[src/dqt_pkg.sv]
// dqt_pkg: constants, types and latency lookup for the data-bus termination control
// assumes: latencies are counted in link clock cycles (nCK), sampled by a faster core clock
package dqt_pkg;

   localparam int unsigned SYNC_STAGES = 2;
   localparam int unsigned LAT_W       = 6;
   localparam int unsigned SET_W       = 3;

   // termination setting field
   localparam logic [SET_W-1:0] TERM_DISABLED = 3'h0;
   localparam logic [SET_W-1:0] TERM_MIN_CODE = 3'h1;
   localparam logic [SET_W-1:0] TERM_MAX_CODE = 3'h6;

   // extra turn-off latency for burst length 32
   localparam logic [LAT_W-1:0] BL32_OFF_EXTRA = 6'h08;
   localparam logic [LAT_W-1:0] LAT_ZERO       = 6'h00;
   localparam logic [LAT_W-1:0] LAT_ONE        = 6'h01;

   // turn-on / turn-off latencies in nCK, preamble of two cycles, burst length 16
   localparam logic [LAT_W-1:0] ON_B_533   = 6'h06;
   localparam logic [LAT_W-1:0] OFF_B_533  = 6'h16;
   localparam logic [LAT_W-1:0] ON_A_800   = 6'h04;
   localparam logic [LAT_W-1:0] ON_B_800   = 6'h0c;
   localparam logic [LAT_W-1:0] OFF_A_800  = 6'h14;
   localparam logic [LAT_W-1:0] OFF_B_800  = 6'h1c;
   localparam logic [LAT_W-1:0] ON_A_1066  = 6'h04;
   localparam logic [LAT_W-1:0] ON_B_1066  = 6'h0e;
   localparam logic [LAT_W-1:0] OFF_A_1066 = 6'h16;
   localparam logic [LAT_W-1:0] OFF_B_1066 = 6'h20;
   localparam logic [LAT_W-1:0] ON_A_1333  = 6'h06;
   localparam logic [LAT_W-1:0] ON_B_1333  = 6'h12;
   localparam logic [LAT_W-1:0] OFF_A_1333 = 6'h18;
   localparam logic [LAT_W-1:0] OFF_B_1333 = 6'h24;
   localparam logic [LAT_W-1:0] ON_A_1600  = 6'h06;
   localparam logic [LAT_W-1:0] ON_B_1600  = 6'h14;
   localparam logic [LAT_W-1:0] OFF_A_1600 = 6'h1a;
   localparam logic [LAT_W-1:0] OFF_B_1600 = 6'h28;
   localparam logic [LAT_W-1:0] ON_A_1866  = 6'h08;
   localparam logic [LAT_W-1:0] ON_B_1866  = 6'h18;
   localparam logic [LAT_W-1:0] OFF_A_1866 = 6'h1c;
   localparam logic [LAT_W-1:0] OFF_B_1866 = 6'h2c;

   typedef enum logic [2:0] {
      BIN_10_266,
      BIN_266_533,
      BIN_533_800,
      BIN_800_1066,
      BIN_1066_1333,
      BIN_1333_1600,
      BIN_1600_1866,
      BIN_1866_2133
   } dqt_bin_t;

   typedef struct packed {
      logic             valid;
      logic [LAT_W-1:0] on_lat;
      logic [LAT_W-1:0] off_lat;
   } dqt_lat_t;

   // latency pair for a frequency bin and write-latency set
   function automatic dqt_lat_t dqt_lookup(input dqt_bin_t bin, input logic set_b);
      dqt_lat_t r;
      r = '{valid: 1'b0, on_lat: LAT_ZERO, off_lat: LAT_ZERO};
      case (bin)
         BIN_533_800: begin
            if (set_b) begin
               r = '{valid: 1'b1, on_lat: ON_B_533, off_lat: OFF_B_533};
            end
         end
         BIN_800_1066: begin
            r = set_b ? dqt_lat_t'{1'b1, ON_B_800, OFF_B_800}
                      : dqt_lat_t'{1'b1, ON_A_800, OFF_A_800};
         end
         BIN_1066_1333: begin
            r = set_b ? dqt_lat_t'{1'b1, ON_B_1066, OFF_B_1066}
                      : dqt_lat_t'{1'b1, ON_A_1066, OFF_A_1066};
         end
         BIN_1333_1600: begin
            r = set_b ? dqt_lat_t'{1'b1, ON_B_1333, OFF_B_1333}
                      : dqt_lat_t'{1'b1, ON_A_1333, OFF_A_1333};
         end
         BIN_1600_1866: begin
            r = set_b ? dqt_lat_t'{1'b1, ON_B_1600, OFF_B_1600}
                      : dqt_lat_t'{1'b1, ON_A_1600, OFF_A_1600};
         end
         BIN_1866_2133: begin
            r = set_b ? dqt_lat_t'{1'b1, ON_B_1866, OFF_B_1866}
                      : dqt_lat_t'{1'b1, ON_A_1866, OFF_A_1866};
         end
         default: begin
            r = '{valid: 1'b0, on_lat: LAT_ZERO, off_lat: LAT_ZERO};
         end
      endcase
      return r;
   endfunction : dqt_lookup

endpackage : dqt_pkg

[src/dqt_tmr_if.sv]
// dqt_tmr_if: start, load and tick of one latency timer, and its expiry pulse
// assumes: all signals live on the core clock
`timescale 1ns/1ps
`default_nettype none
interface dqt_tmr_if;
   import dqt_pkg::*;
   logic             start;
   logic             tick;
   logic [LAT_W-1:0] load;
   logic             done;
   modport ctl (output start, output tick, output load, input done);
   modport tmr (input start, input tick, input load, output done);
endinterface : dqt_tmr_if
`default_nettype wire

[src/dqt_sync.sv]
// dqt_sync: two-flop synchroniser for a group of asynchronous inputs
// assumes: each bit is an independent level; first stage feeds only the second
`timescale 1ns/1ps
`default_nettype none
module dqt_sync
   import dqt_pkg::*;
#(
   parameter int unsigned W = 1
) (
   input  wire logic         clk,
   input  wire logic         rst,
   input  wire logic [W-1:0] din,
   output var  logic [W-1:0] dout
);
   typedef struct packed {
      logic [W-1:0] meta;
      logic [W-1:0] stab;
   } dqt_sync_st_t;

   dqt_sync_st_t s_q;
   dqt_sync_st_t s_d;

   always_comb begin
      s_d      = s_q;
      s_d.meta = din;
      s_d.stab = s_q.meta;
   end

   always_ff @(posedge clk) begin
      if (rst) begin
         s_q <= '0;
      end else begin
         s_q <= s_d;
      end
   end

   assign dout = s_q.stab;
endmodule : dqt_sync
`default_nettype wire

[src/dqt_lat_timer.sv]
// dqt_lat_timer: counts link clock edges from a load and pulses when the count expires
// assumes: tick is a one-cycle pulse per link clock rising edge; start wins over tick
`timescale 1ns/1ps
`default_nettype none
module dqt_lat_timer
   import dqt_pkg::*;
(
   input  wire logic clk,
   input  wire logic rst,
   dqt_tmr_if.tmr    t
);
   typedef struct packed {
      logic [LAT_W-1:0] cnt;
      logic             done;
   } dqt_tmr_st_t;

   dqt_tmr_st_t s_q;
   dqt_tmr_st_t s_d;

   always_comb begin
      s_d      = s_q;
      s_d.done = 1'b0;
      if (t.start) begin
         // a later write restarts the count
         s_d.cnt = t.load;
      end else if (t.tick && (s_q.cnt != LAT_ZERO)) begin
         s_d.cnt = s_q.cnt - LAT_ONE;
         if (s_q.cnt == LAT_ONE) begin
            s_d.done = 1'b1;
         end
      end
   end

   always_ff @(posedge clk) begin
      if (rst) begin
         s_q <= '0;
      end else begin
         s_q <= s_d;
      end
   end

   assign t.done = s_q.done;
endmodule : dqt_lat_timer
`default_nettype wire

[src/dqt_term_ctrl.sv]
// dqt_term_ctrl: automatic termination control of data, strobe and mask lines
// assumes: command pins and link clock are asynchronous and synchronised here;
// mode bits come from logic on clk and are used directly
//////////////////////////////////////////////////////////////////////////////////////////
// Operation
// - setting one to six: idle High-Z; write-type commands turn termination on
// - termination returns off after the write burst with no further command
// - turn-on latency counted in link cycles from CAS-2, fixed per speed bin
// - turn-off latency counted in link cycles from CAS-2, fixed per speed bin
// - turn-on and turn-off windows begin only after their latencies elapse
// - latencies per frequency bin and write-latency set from the fixed table
// - burst length 32 adds eight cycles to the turn-off latency
// - power-down keeps all termination disabled regardless of anything else
// - self refresh: termination off while CKE low, on while CKE high if enabled
// - write leveling with setting one to six keeps strobes terminated; zero or seven keeps off
// - write leveling keeps data and mask termination off unless self refresh is also set
// - zero setting disables; codes one to six select strengths 240 down to 40 ohm
// - each data, strobe and mask line switches individually, no control pin; here all switch together from one enable, except strobes in write leveling
//////////////////////////////////////////////////////////////////////////////////////////
`timescale 1ns/1ps
`default_nettype none
module dqt_term_ctrl
   import dqt_pkg::*;
#(
   parameter int unsigned DQ_W  = 16,
   parameter int unsigned DM_W  = 2,
   parameter int unsigned DQS_W = 2
) (
   input  wire logic              clk,
   input  wire logic              rst,
   // pins, asynchronous to clk
   input  wire logic              link_ck,
   input  wire logic              cke,
   input  wire logic              cmd_write1,
   input  wire logic              cmd_mask_write1,
   input  wire logic              cmd_mpc_wr_fifo,
   input  wire logic              cmd_cas2,
   input  wire logic              cmd_bl32,
   // mode bits, on clk
   input  wire logic [SET_W-1:0]  term_setting,
   input  wire dqt_bin_t          freq_bin,
   input  wire logic              write_latency_set_b,
   input  wire logic              wr_preamble_2ck,
   input  wire logic              power_down,
   input  wire logic              self_refresh,
   input  wire logic              write_leveling,
   // termination switches and status
   output var  logic [DQ_W-1:0]   dq_term_en,
   output var  logic [DM_W-1:0]   dm_term_en,
   output var  logic [DQS_W-1:0]  dqs_term_en,
   output var  logic [SET_W-1:0]  termination_strength,
   output var  logic              term_on_window,
   output var  logic              term_off_window,
   output var  logic [LAT_W-1:0]  term_on_latency,
   output var  logic [LAT_W-1:0]  term_off_latency,
   output var  logic              lat_undefined
);

   //////////////////////////////////////////////////////////////////////////////////////
   // pin synchronisation
   localparam int unsigned PIN_W = 7;

   logic [PIN_W-1:0] pin_raw;
   logic [PIN_W-1:0] pin_s;
   logic             ck_s;
   logic             cke_s;
   logic             wr1_s;
   logic             mwr1_s;
   logic             wfifo_s;
   logic             cas2_s;
   logic             bl32_s;

   assign pin_raw = {link_ck, cke, cmd_write1, cmd_mask_write1,
                     cmd_mpc_wr_fifo, cmd_cas2, cmd_bl32};

   dqt_sync #(
      .W (PIN_W)
   ) u_sync (
      .clk  (clk),
      .rst  (rst),
      .din  (pin_raw),
      .dout (pin_s)
   );

   assign {ck_s, cke_s, wr1_s, mwr1_s, wfifo_s, cas2_s, bl32_s} = pin_s;

   //////////////////////////////////////////////////////////////////////////////////////
   // latency timers
   dqt_tmr_if on_t ();
   dqt_tmr_if off_t ();

   dqt_lat_timer u_on_tmr (
      .clk (clk),
      .rst (rst),
      .t   (on_t)
   );

   dqt_lat_timer u_off_tmr (
      .clk (clk),
      .rst (rst),
      .t   (off_t)
   );

   //////////////////////////////////////////////////////////////////////////////////////
   // state
   typedef struct packed {
      logic              ck_prev;
      logic              armed;
      logic              armed_bl32;
      logic              active;
      logic [DQ_W-1:0]   dq_en;
      logic [DM_W-1:0]   dm_en;
      logic [DQS_W-1:0]  dqs_en;
      logic [SET_W-1:0]  strength;
      logic              on_win;
      logic              off_win;
      logic [LAT_W-1:0]  on_lat;
      logic [LAT_W-1:0]  off_lat;
      logic              lat_undef;
   } dqt_st_t;

   dqt_st_t s_q;
   dqt_st_t s_d;

   logic     ck_rise;
   logic     wr_cmd;
   logic     set_legal;
   logic     gated_off;
   logic     fire;
   dqt_lat_t lat;
   logic [LAT_W-1:0] off_load;

   // codes 1..6 select a strength, zero and the spare code disable
   assign set_legal = (term_setting >= TERM_MIN_CODE) && (term_setting <= TERM_MAX_CODE);

   assign ck_rise = ck_s && !s_q.ck_prev;
   assign wr_cmd  = wr1_s || mwr1_s || wfifo_s;
   assign lat     = dqt_lookup(freq_bin, write_latency_set_b);
   assign off_load = s_q.armed_bl32 ? (lat.off_lat + BL32_OFF_EXTRA) : lat.off_lat;

   // modes in which the write-driven path never switches on
   assign gated_off = power_down || self_refresh || write_leveling;

   // CAS-2 on the link edge right after a write-type command starts both latencies
   assign fire = ck_rise && s_q.armed && cas2_s && set_legal && lat.valid
                 && wr_preamble_2ck && !gated_off;

   assign on_t.start  = fire;
   assign on_t.tick   = ck_rise;
   assign on_t.load   = lat.on_lat;
   assign off_t.start = fire;
   assign off_t.tick  = ck_rise;
   assign off_t.load  = off_load;

   //////////////////////////////////////////////////////////////////////////////////////
   // next state
   always_comb begin
      s_d           = s_q;
      s_d.ck_prev   = ck_s;
      s_d.on_win    = 1'b0;
      s_d.off_win   = 1'b0;
      s_d.on_lat    = lat.on_lat;
      s_d.off_lat   = off_load;

      // command capture on each link clock rising edge
      if (ck_rise) begin
         if (wr_cmd) begin
            s_d.armed      = 1'b1;
            s_d.armed_bl32 = bl32_s;
         end else begin
            s_d.armed = 1'b0;
         end
         if (s_q.armed && cas2_s && set_legal && (!lat.valid || !wr_preamble_2ck)) begin
            s_d.lat_undef = 1'b1;
         end
      end

      // windows open only when the counted latency has elapsed
      if (off_t.done) begin
         s_d.active  = 1'b0;
         s_d.off_win = 1'b1;
      end
      // a newer write's turn-on wins over an older turn-off
      if (on_t.done) begin
         s_d.active = 1'b1;
         s_d.on_win = 1'b1;
      end
      if (power_down || !set_legal) begin
         s_d.active = 1'b0;
      end

      // per-line switches
      if (power_down) begin
         s_d.dq_en  = '0;
         s_d.dm_en  = '0;
         s_d.dqs_en = '0;
      end else if (self_refresh) begin
         s_d.dq_en  = {DQ_W{cke_s && set_legal}};
         s_d.dm_en  = {DM_W{cke_s && set_legal}};
         s_d.dqs_en = {DQS_W{cke_s && set_legal}};
      end else if (write_leveling) begin
         s_d.dq_en  = '0;
         s_d.dm_en  = '0;
         s_d.dqs_en = {DQS_W{set_legal}};
      end else begin
         s_d.dq_en  = {DQ_W{s_d.active}};
         s_d.dm_en  = {DM_W{s_d.active}};
         s_d.dqs_en = {DQS_W{s_d.active}};
      end

      s_d.strength = (|{s_d.dq_en, s_d.dm_en, s_d.dqs_en}) ? term_setting : TERM_DISABLED;
   end

   always_ff @(posedge clk) begin
      if (rst) begin
         s_q <= '0;
      end else begin
         s_q <= s_d;
      end
   end

   //////////////////////////////////////////////////////////////////////////////////////
   // outputs, all from flops
   assign dq_term_en           = s_q.dq_en;
   assign dm_term_en           = s_q.dm_en;
   assign dqs_term_en          = s_q.dqs_en;
   assign termination_strength = s_q.strength;
   assign term_on_window       = s_q.on_win;
   assign term_off_window      = s_q.off_win;
   assign term_on_latency      = s_q.on_lat;
   assign term_off_latency     = s_q.off_lat;
   assign lat_undefined        = s_q.lat_undef;

endmodule : dqt_term_ctrl
`default_nettype wire

[config.mk]
export PLATFORM = sky130hd
export DESIGN_NAME = dqt_term_ctrl
export DESIGN_NICKNAME = d
export VERILOG_FILES = /design/src/dqt_pkg.sv /design/src/dqt_tmr_if.sv /design/src/dqt_sync.sv /design/src/dqt_lat_timer.sv /design/src/dqt_term_ctrl.sv
export SDC_FILE = /design/constraint.sdc
export NUM_CORES = 1
export LEC_CHECK = 0
export BUFFER_PORTS_ARGS = -buffer_cell sky130_fd_sc_hd__clkbuf_2
export CORE_UTILIZATION = 45
export DETAILED_ROUTE_END_ITERATION = 16
export GPL_ROUTABILITY_DRIVEN = 1
export PLACE_DENSITY = 0.69
export SLEW_MARGIN = 20
export SYNTH_ARGS = -nofsm -noshare
export SYNTH_HDL_FRONTEND = slang
export SYNTH_SLANG_ARGS = --single-unit
[constraint.sdc]
create_clock -name clk -period 2.1 [get_ports clk]
set_input_delay 0.21 -clock clk [delete_from_list [all_inputs] [get_ports clk]]
set_output_delay 0.21 -clock clk [all_outputs]
set_load 0.01 [all_outputs]
## Word level (Yosys, flattened, before mapping)

Cells that the tools add are included.

- Output and inout port bits: 38
- Flip-flop bits (word level): 70

- Eq/ne operators: 8
- $add $sub $neg: 3
- Reduce and logical (&&, ||, !) cells: 35
- Bitwise gates (word level): 3
- Order comparisons: 2
- Multiplexer cells: 23

Operators with widths:

| kind | number |
|---|---|
| $pmux W13 S6 | 1 |
| $mux W20 | 3 |
| $mux W11 | 3 |
| $mux W10 | 2 |
| $reduce_or A20 Y1 | 1 |
| $mux W6 | 3 |
| $logic_and A1 B1 Y1 | 14 |
| $mux W7 | 2 |
| $mux W13 | 1 |
| $eq A3 B3 Y1 const B | 4 |
| $eq A6 B1 Y1 const B | 2 |
| $reduce_bool A6 Y1 | 2 |
| $sub A6 B1 Y6 const B | 2 |
| $mux W1 | 8 |
| $add A6 B4 Y6 const B | 1 |
| $eq A3 B2 Y1 const B | 2 |
| $logic_or A1 B1 Y1 | 6 |
| $reduce_or A3 Y1 | 2 |
| $logic_not A1 Y1 | 5 |
| $reduce_and A2 Y1 | 2 |
| $reduce_bool A2 Y1 | 2 |
| $ge A3 B1 Y1 const B | 1 |
| $le A3 B3 Y1 const B | 1 |
| $not A1 Y1 | 3 |
| $reduce_or A2 Y1 | 1 |

## Logic depth before layout (Yosys ltp)

- Depth in word-level cells: 11
- Depth in mapped cells: 9

## By module

From an unflattened synthesis, not the netlist that was laid out.

- Cells, all modules: 284
- Area, all modules: 2591.2 µm²

Modules (own cells, without submodules):

| module | area an instance (µm²) | instances | cells each |
|---|---|---|---|
| dqt_term_ctrl | 1300.0 | 1 | 153 |
| dqt_lat_timer at u_on_tmr | 442.9 | 1 | 51 |
| dqt_lat_timer at u_off_tmr | 440.4 | 1 | 51 |
| dqt_sync | 407.9 | 1 | 29 |

## Worst setup path before layout

OpenSTA, ideal clock, no wires.

- Path kind: register to register
- Start point: reg u_off_tmr.s_q[1] (netlist bit)
- End point: reg u_off_tmr.s_q[5] (netlist bit)
- Cell stages (with the launch flop): 7
- Required time: 1.978 ns
- Arrival time: 1.439 ns
- Setup slack: 0.540 ns
- Clock period less this slack: 1.560 ns
- Library setup time: 0.122 ns
- Cells stage by stage: dfxtp_1 > inv_1 > ha_1 > a21oi_2 > nand3_1 > and2_1 > o32a_1

- Cells in the longest elaborated chain, start to end: 3

RTL lines:

| item | line | RTL |
|---|---|---|
| start: declaration | dqt_lat_timer.sv:17 | `dqt_tmr_st_t s_q;` |
| start signal: assignment | dqt_lat_timer.sv:36 | `s_q <= '0;` |
| start signal: assignment | dqt_lat_timer.sv:38 | `s_q <= s_d;` |
| $sub A6 B1 Y6 / $reduce_bool A6 Y1 (equally long branches) | dqt_lat_timer.sv:27, dqt_lat_timer.sv:26 |  |
| $mux W7 / $logic_and A1 B1 Y1 (equally long branches) | dqt_lat_timer.sv:26 | `end else if (t.tick && (s_q.cnt != LAT_ZERO)) begin` |
| $mux W6 / $reduce_bool A2 Y1 (equally long branches) | -- |  |

Parallel ways exist; a longest one is shown, timed or not. The select of a mux whose other input is x is not followed.
A chain may end at the register's enable or synchronous reset.

## Worst setup path in the final report

- Start point: reg s_q[41] (netlist bit)
- End point: reg u_off_tmr.s_q (netlist bit u_off_tmr.t.done)

- Cells in the longest elaborated chain, start to end: 9

RTL lines:

| item | line | RTL |
|---|---|---|
| start: declaration | dqt_term_ctrl.sv:122 | `dqt_st_t s_q;` |
| start signal: assignment | dqt_term_ctrl.sv:216 | `s_q <= '0;` |
| start signal: assignment | dqt_term_ctrl.sv:218 | `s_q <= s_d;` |
| $logic_not A1 Y1 (*) | dqt_term_ctrl.sv:136 | `assign ck_rise = ck_s && !s_q.ck_prev;` |
| $logic_and A1 B1 Y1 (*) | dqt_term_ctrl.sv:136 |  |
| $logic_and A1 B1 Y1 (4 in a row) | dqt_term_ctrl.sv:145 | `assign fire = ck_rise && s_q.armed && cas2_s && set_legal && lat.valid` |
| $logic_and A1 B1 Y1 (2 in a row) | dqt_term_ctrl.sv:146 | `&& wr_preamble_2ck && !gated_off;` |
| $reduce_or A3 Y1 (no source line) (*) | -- |  |

Every way passes the cells marked *; elsewhere a longest branch is shown, timed or not.

==> impl_metrics.toml <==
[global_route]
antenna_violations_before_repair = 0
first_global_vias = 1375
grt_pass1_wl_microns = 6320
largest_net_degree_at_the_start_of_global_routing = 21
grt_overflow = 0
grt_use_total = 0.1506

[floorplan]
die_height_microns = 74.69
fp.coreArea_sq_um = 5107
fp.dieArea_sq_um = 5578
die-width_microns = 74.69
floorplan.rows = 26
initial_utilization = 0.4655
design.portCount = 58

[drt]
detail_route.iter0.violations = 98
drtPass1Iterations = 6
routed_wirelength_microns = 3882
vias = 1668
vias_per_cell = 4.752
drt.antenna.violating_nets = 0
drc = 0
wl_per_cell_microns = 11.06

[cells_and_area]
nFillCells = 499
drive_gt1_frac = 0.2847
layout.cells.non_filler = 351
diodes = 0
syn_to_final_growth_pct = 6.210
finish.net_count = 307

[clock_network]
htreeDepth = 2
clk_pin_slew_ns = 0.09
clock_tree.buffer_depth = 2
cts_root_buf = "sky130_fd_sc_hd__clkbuf_8"
tritoncts_num_sinks = 49
clk-insertion-delay-late_ns = 0.29
cts_post_setup_buffers_inserted = 0
cts_inserted_buffers = 5
cts_tree = "yes"
cts_hold_buf = 0
ctsResizeCount = 0

[worst_setup_path]
r2r.worst_path.cells = 6
cp_data_arrival_time_ns = 1.99
r2r_slack_ns = 0.31
endpoint_kind = "flop"
crit_path_max_fanout = 18
critPathLaunchType = "flop"
endpoint_of_the_worst_setup_timing_path = "u_off_tmr.t.done$_SDFF_PP0_"
critPathRequiredTime_ns = 2.30
crit_path_start = "s_q[41]$_SDFF_PP0_"
timing.rr.start = "s_q[41]$_SDFF_PP0_"
worst-setup-path-type = "flop to flop"
critical_r2r_capture = "u_off_tmr.t.done$_SDFF_PP0_"

[placement]
dp_cells = 343
dp_hpwl_microns = 2986
place_congestion = 0.7437
port_buffers = 54

[timing]
report.final.setup_viol = 0
finClkSkew_ns = 0.006403
timing.final.max_slew_violations = 0
post-route-period-util = 0.8524
clock.fmax_mhz = 558.7
rsz_0062_raised_after_global_routing = "false"
final_period_minus_worst_setup_slack_ns = 1.790
setup_tns_ns = 0
hold_viol_final = 0

[yosys]
synth_top_area_frac = 0.4126
synth_edf_count = 0
synth_top_cells_by_area = "sky130_fd_sc_hd__dfxtp_1, sky130_fd_sc_hd__buf_4, sky130_fd_sc_hd__nor2b_1"
synthesis.yosys.warnings = 0
synth-seq-area-share = 0.4126
synthFlopType = "sky130_fd_sc_hd__dfxtp_1"
post_synth_num_cell_types = 54
postSynthAreaPerCell_sq_um = 9.143
syn_inst = 260
yosysTopAreaCell = "sky130_fd_sc_hd__dfxtp_1"
synth-seq-cells = 49
synth_async_sr_flop_share = 0
syn-cell-area_sq_um = 2377

[job]
max-cap-violations = 0

[outcome]
outcome = "finished, final reports clean"

[power]
leakage_nw = 1.063
vdd.ir_drop.worst_uv = 509.8
power.density_cell_area_nw_per_um2 = 659.9

[worst_hold_path]
min-delay-path-class = "input pin to flop"
==> power by group <==
group / internal (mW) / switching, mW / total [mW] / leakage, nW
Sequential: 0.954 / 0.00742 / 0.962 / 0.400
Clock: 0.267 / 0.293 / 0.560 / 0.0512
Combinational: 0.0601 / 0.0847 / 0.145 / 0.612
Total: 1.28 / 0.385 / 1.67 / 1.06
==> how the worst min path moves through the flow <==
stage / from / to / slack [ns] / cells after the start
after floorplan: power_down / s_q[38]$_SDFF_PP0_ / 0.29 / 1
after global placement: u_sync.s_d[3]$_SDFF_PP0_ / u_sync.dout[3]$_SDFF_PP0_ / 0.42 / 1
after detailed placement: u_sync.s_d[6]$_SDFF_PP0_ / u_sync.dout[6]$_SDFF_PP0_ / 0.43 / 1
after CTS: power_down / s_q[38]$_SDFF_PP0_ / 0.11 / 2
after global routing: cmd_mask_write1 / u_sync.s_d[3]$_SDFF_PP0_ / 0.12 / 2
final: cke / u_sync.s_d[5]$_SDFF_PP0_ / 0.12 / 2
==> registers in the layout, summed over array words and instances, names as in the netlist <==
signal and flops:
dq_term_en 1, dqs_term_en 1, term_off_window 1, term_on_latency 4, s_q 4, term_off_latency 5, u_off_tmr.t.done 1, u_sync.s_d 7
u_sync.dout 7, u_on_tmr.t.done 1, u_on_tmr.s_q 6, lat_undefined 1, term_on_window 1, termination_strength 3, u_off_tmr.s_q 6
==> cell usage after synthesis, types with 4 or more instances <==
| cell type | count |
|---|---|
| sky130_fd_sc_hd__and2_1 | 4 |
| sky130_fd_sc_hd__clkbuf_1 | 6 |
| sky130_fd_sc_hd__ha_1 | 7 |
| sky130_fd_sc_hd__nor3_1 | 6 |
| sky130_fd_sc_hd__dfxtp_1 | 49 |
| sky130_fd_sc_hd__inv_1 | 8 |
| sky130_fd_sc_hd__nand2_1 | 14 |
| sky130_fd_sc_hd__xnor2_1 | 5 |
| sky130_fd_sc_hd__a21oi_1 | 12 |
| sky130_fd_sc_hd__a211oi_1 | 5 |
| sky130_fd_sc_hd__o21ai_0 | 5 |
| sky130_fd_sc_hd__nor2b_1 | 22 |
| sky130_fd_sc_hd__nor2_1 | 25 |
| sky130_fd_sc_hd__buf_4 | 35 |
| sky130_fd_sc_hd__a211oi_2 | 4 |
==> critical path, cell delays in order (launching register included) <==
cell                       delay, ns
sky130_fd_sc_hd__dfxtp_1        0.34
sky130_fd_sc_hd__nand2b_1       0.37
sky130_fd_sc_hd__nor2_2         0.07
sky130_fd_sc_hd__nor4bb_2       0.17
sky130_fd_sc_hd__buf_4          0.21
sky130_fd_sc_hd__or2_4          0.27
sky130_fd_sc_hd__nor4_2         0.26
==> routing by layer <==
layer  global-route usage  part of all wire  vias up
li1                     -                 -      873
met1               0.2040              0.48      749
met2               0.2372              0.47       42
met3              0.03882             0.045        4
met4              0.04403            0.0070        0
met5                    0                 0        -
==> metrics by stage <==
step | worst slack, ns | util | hold WS, ns | total power [mW] | instance area, sq um
global placement | 0.3818 | 0.4755 | 0.4163 | 1.128 | 2429
CTS | 0.2947 | 0.4944 | 0.1101 | 1.685 | 2525
global route | 0.1391 | 0.4944 | 0.1168 | 1.753 | 2525
detailed placement | 0.3203 | 0.4755 | 0.4278 | 1.130 | 2429
floorplan | 0.5395 | - | 0.2885 | 1.101 | 2385
finish | 0.3100 | 0.4944 | 0.1199 | 1.666 | 2525
==> logic make-up (layout without fill, tap and decap cells) <==
group                      Yosys count  count (layout)  share of synthesized area
and+or+nand+nor                     98              98                     0.2290
muxes                                3               3                    0.01316
xor gates and xnor gates             6               6                    0.02211
adders and majority gates            7               7                    0.03684
buffers and inverters               54              73                     0.1542
DFF                                 49              49                     0.4126
AOI/OAI and AO/OA                   42              42                     0.1305
other                                1               3                   0.001577
==> final cells by class <==
| cell class | instances | area [sq um] | area share |
|---|---|---|---|
| clock buffer | 6 | 82.58 | 0.03271 |
| clock inverter | 2 | 13.76 | 0.005451 |
| inverter | 8 | 30.03 | 0.01189 |
| multi-input combinational | 159 | 1037 | 0.4108 |
| sequential | 49 | 980.9 | 0.3885 |
| tap | 70 | 87.58 | 0.03469 |
| timing repair buffer | 57 | 292.8 | 0.1160 |
==> placed cells by master, fill, tap and decap left out, drive strengths merged, types with 2 or more instances in the layout <==
master / instances
clkbuf: 60
dfxtp: 49
nor2: 27
nor2b: 22
nand2: 15
a21oi: 13
a211oi: 9
inv: 8
ha: 7
nor3: 6
o21ai: 6
xnor2: 5
and2: 4
nand3: 3
nand2b: 3
nor3b: 3
nand3b: 3
conb: 3
buf: 3
nor4: 3
or2: 3
or3: 2
mux2i: 2
a211o: 2
clkinv: 2
No activity file was read; power rests on OpenSTA's default activity.
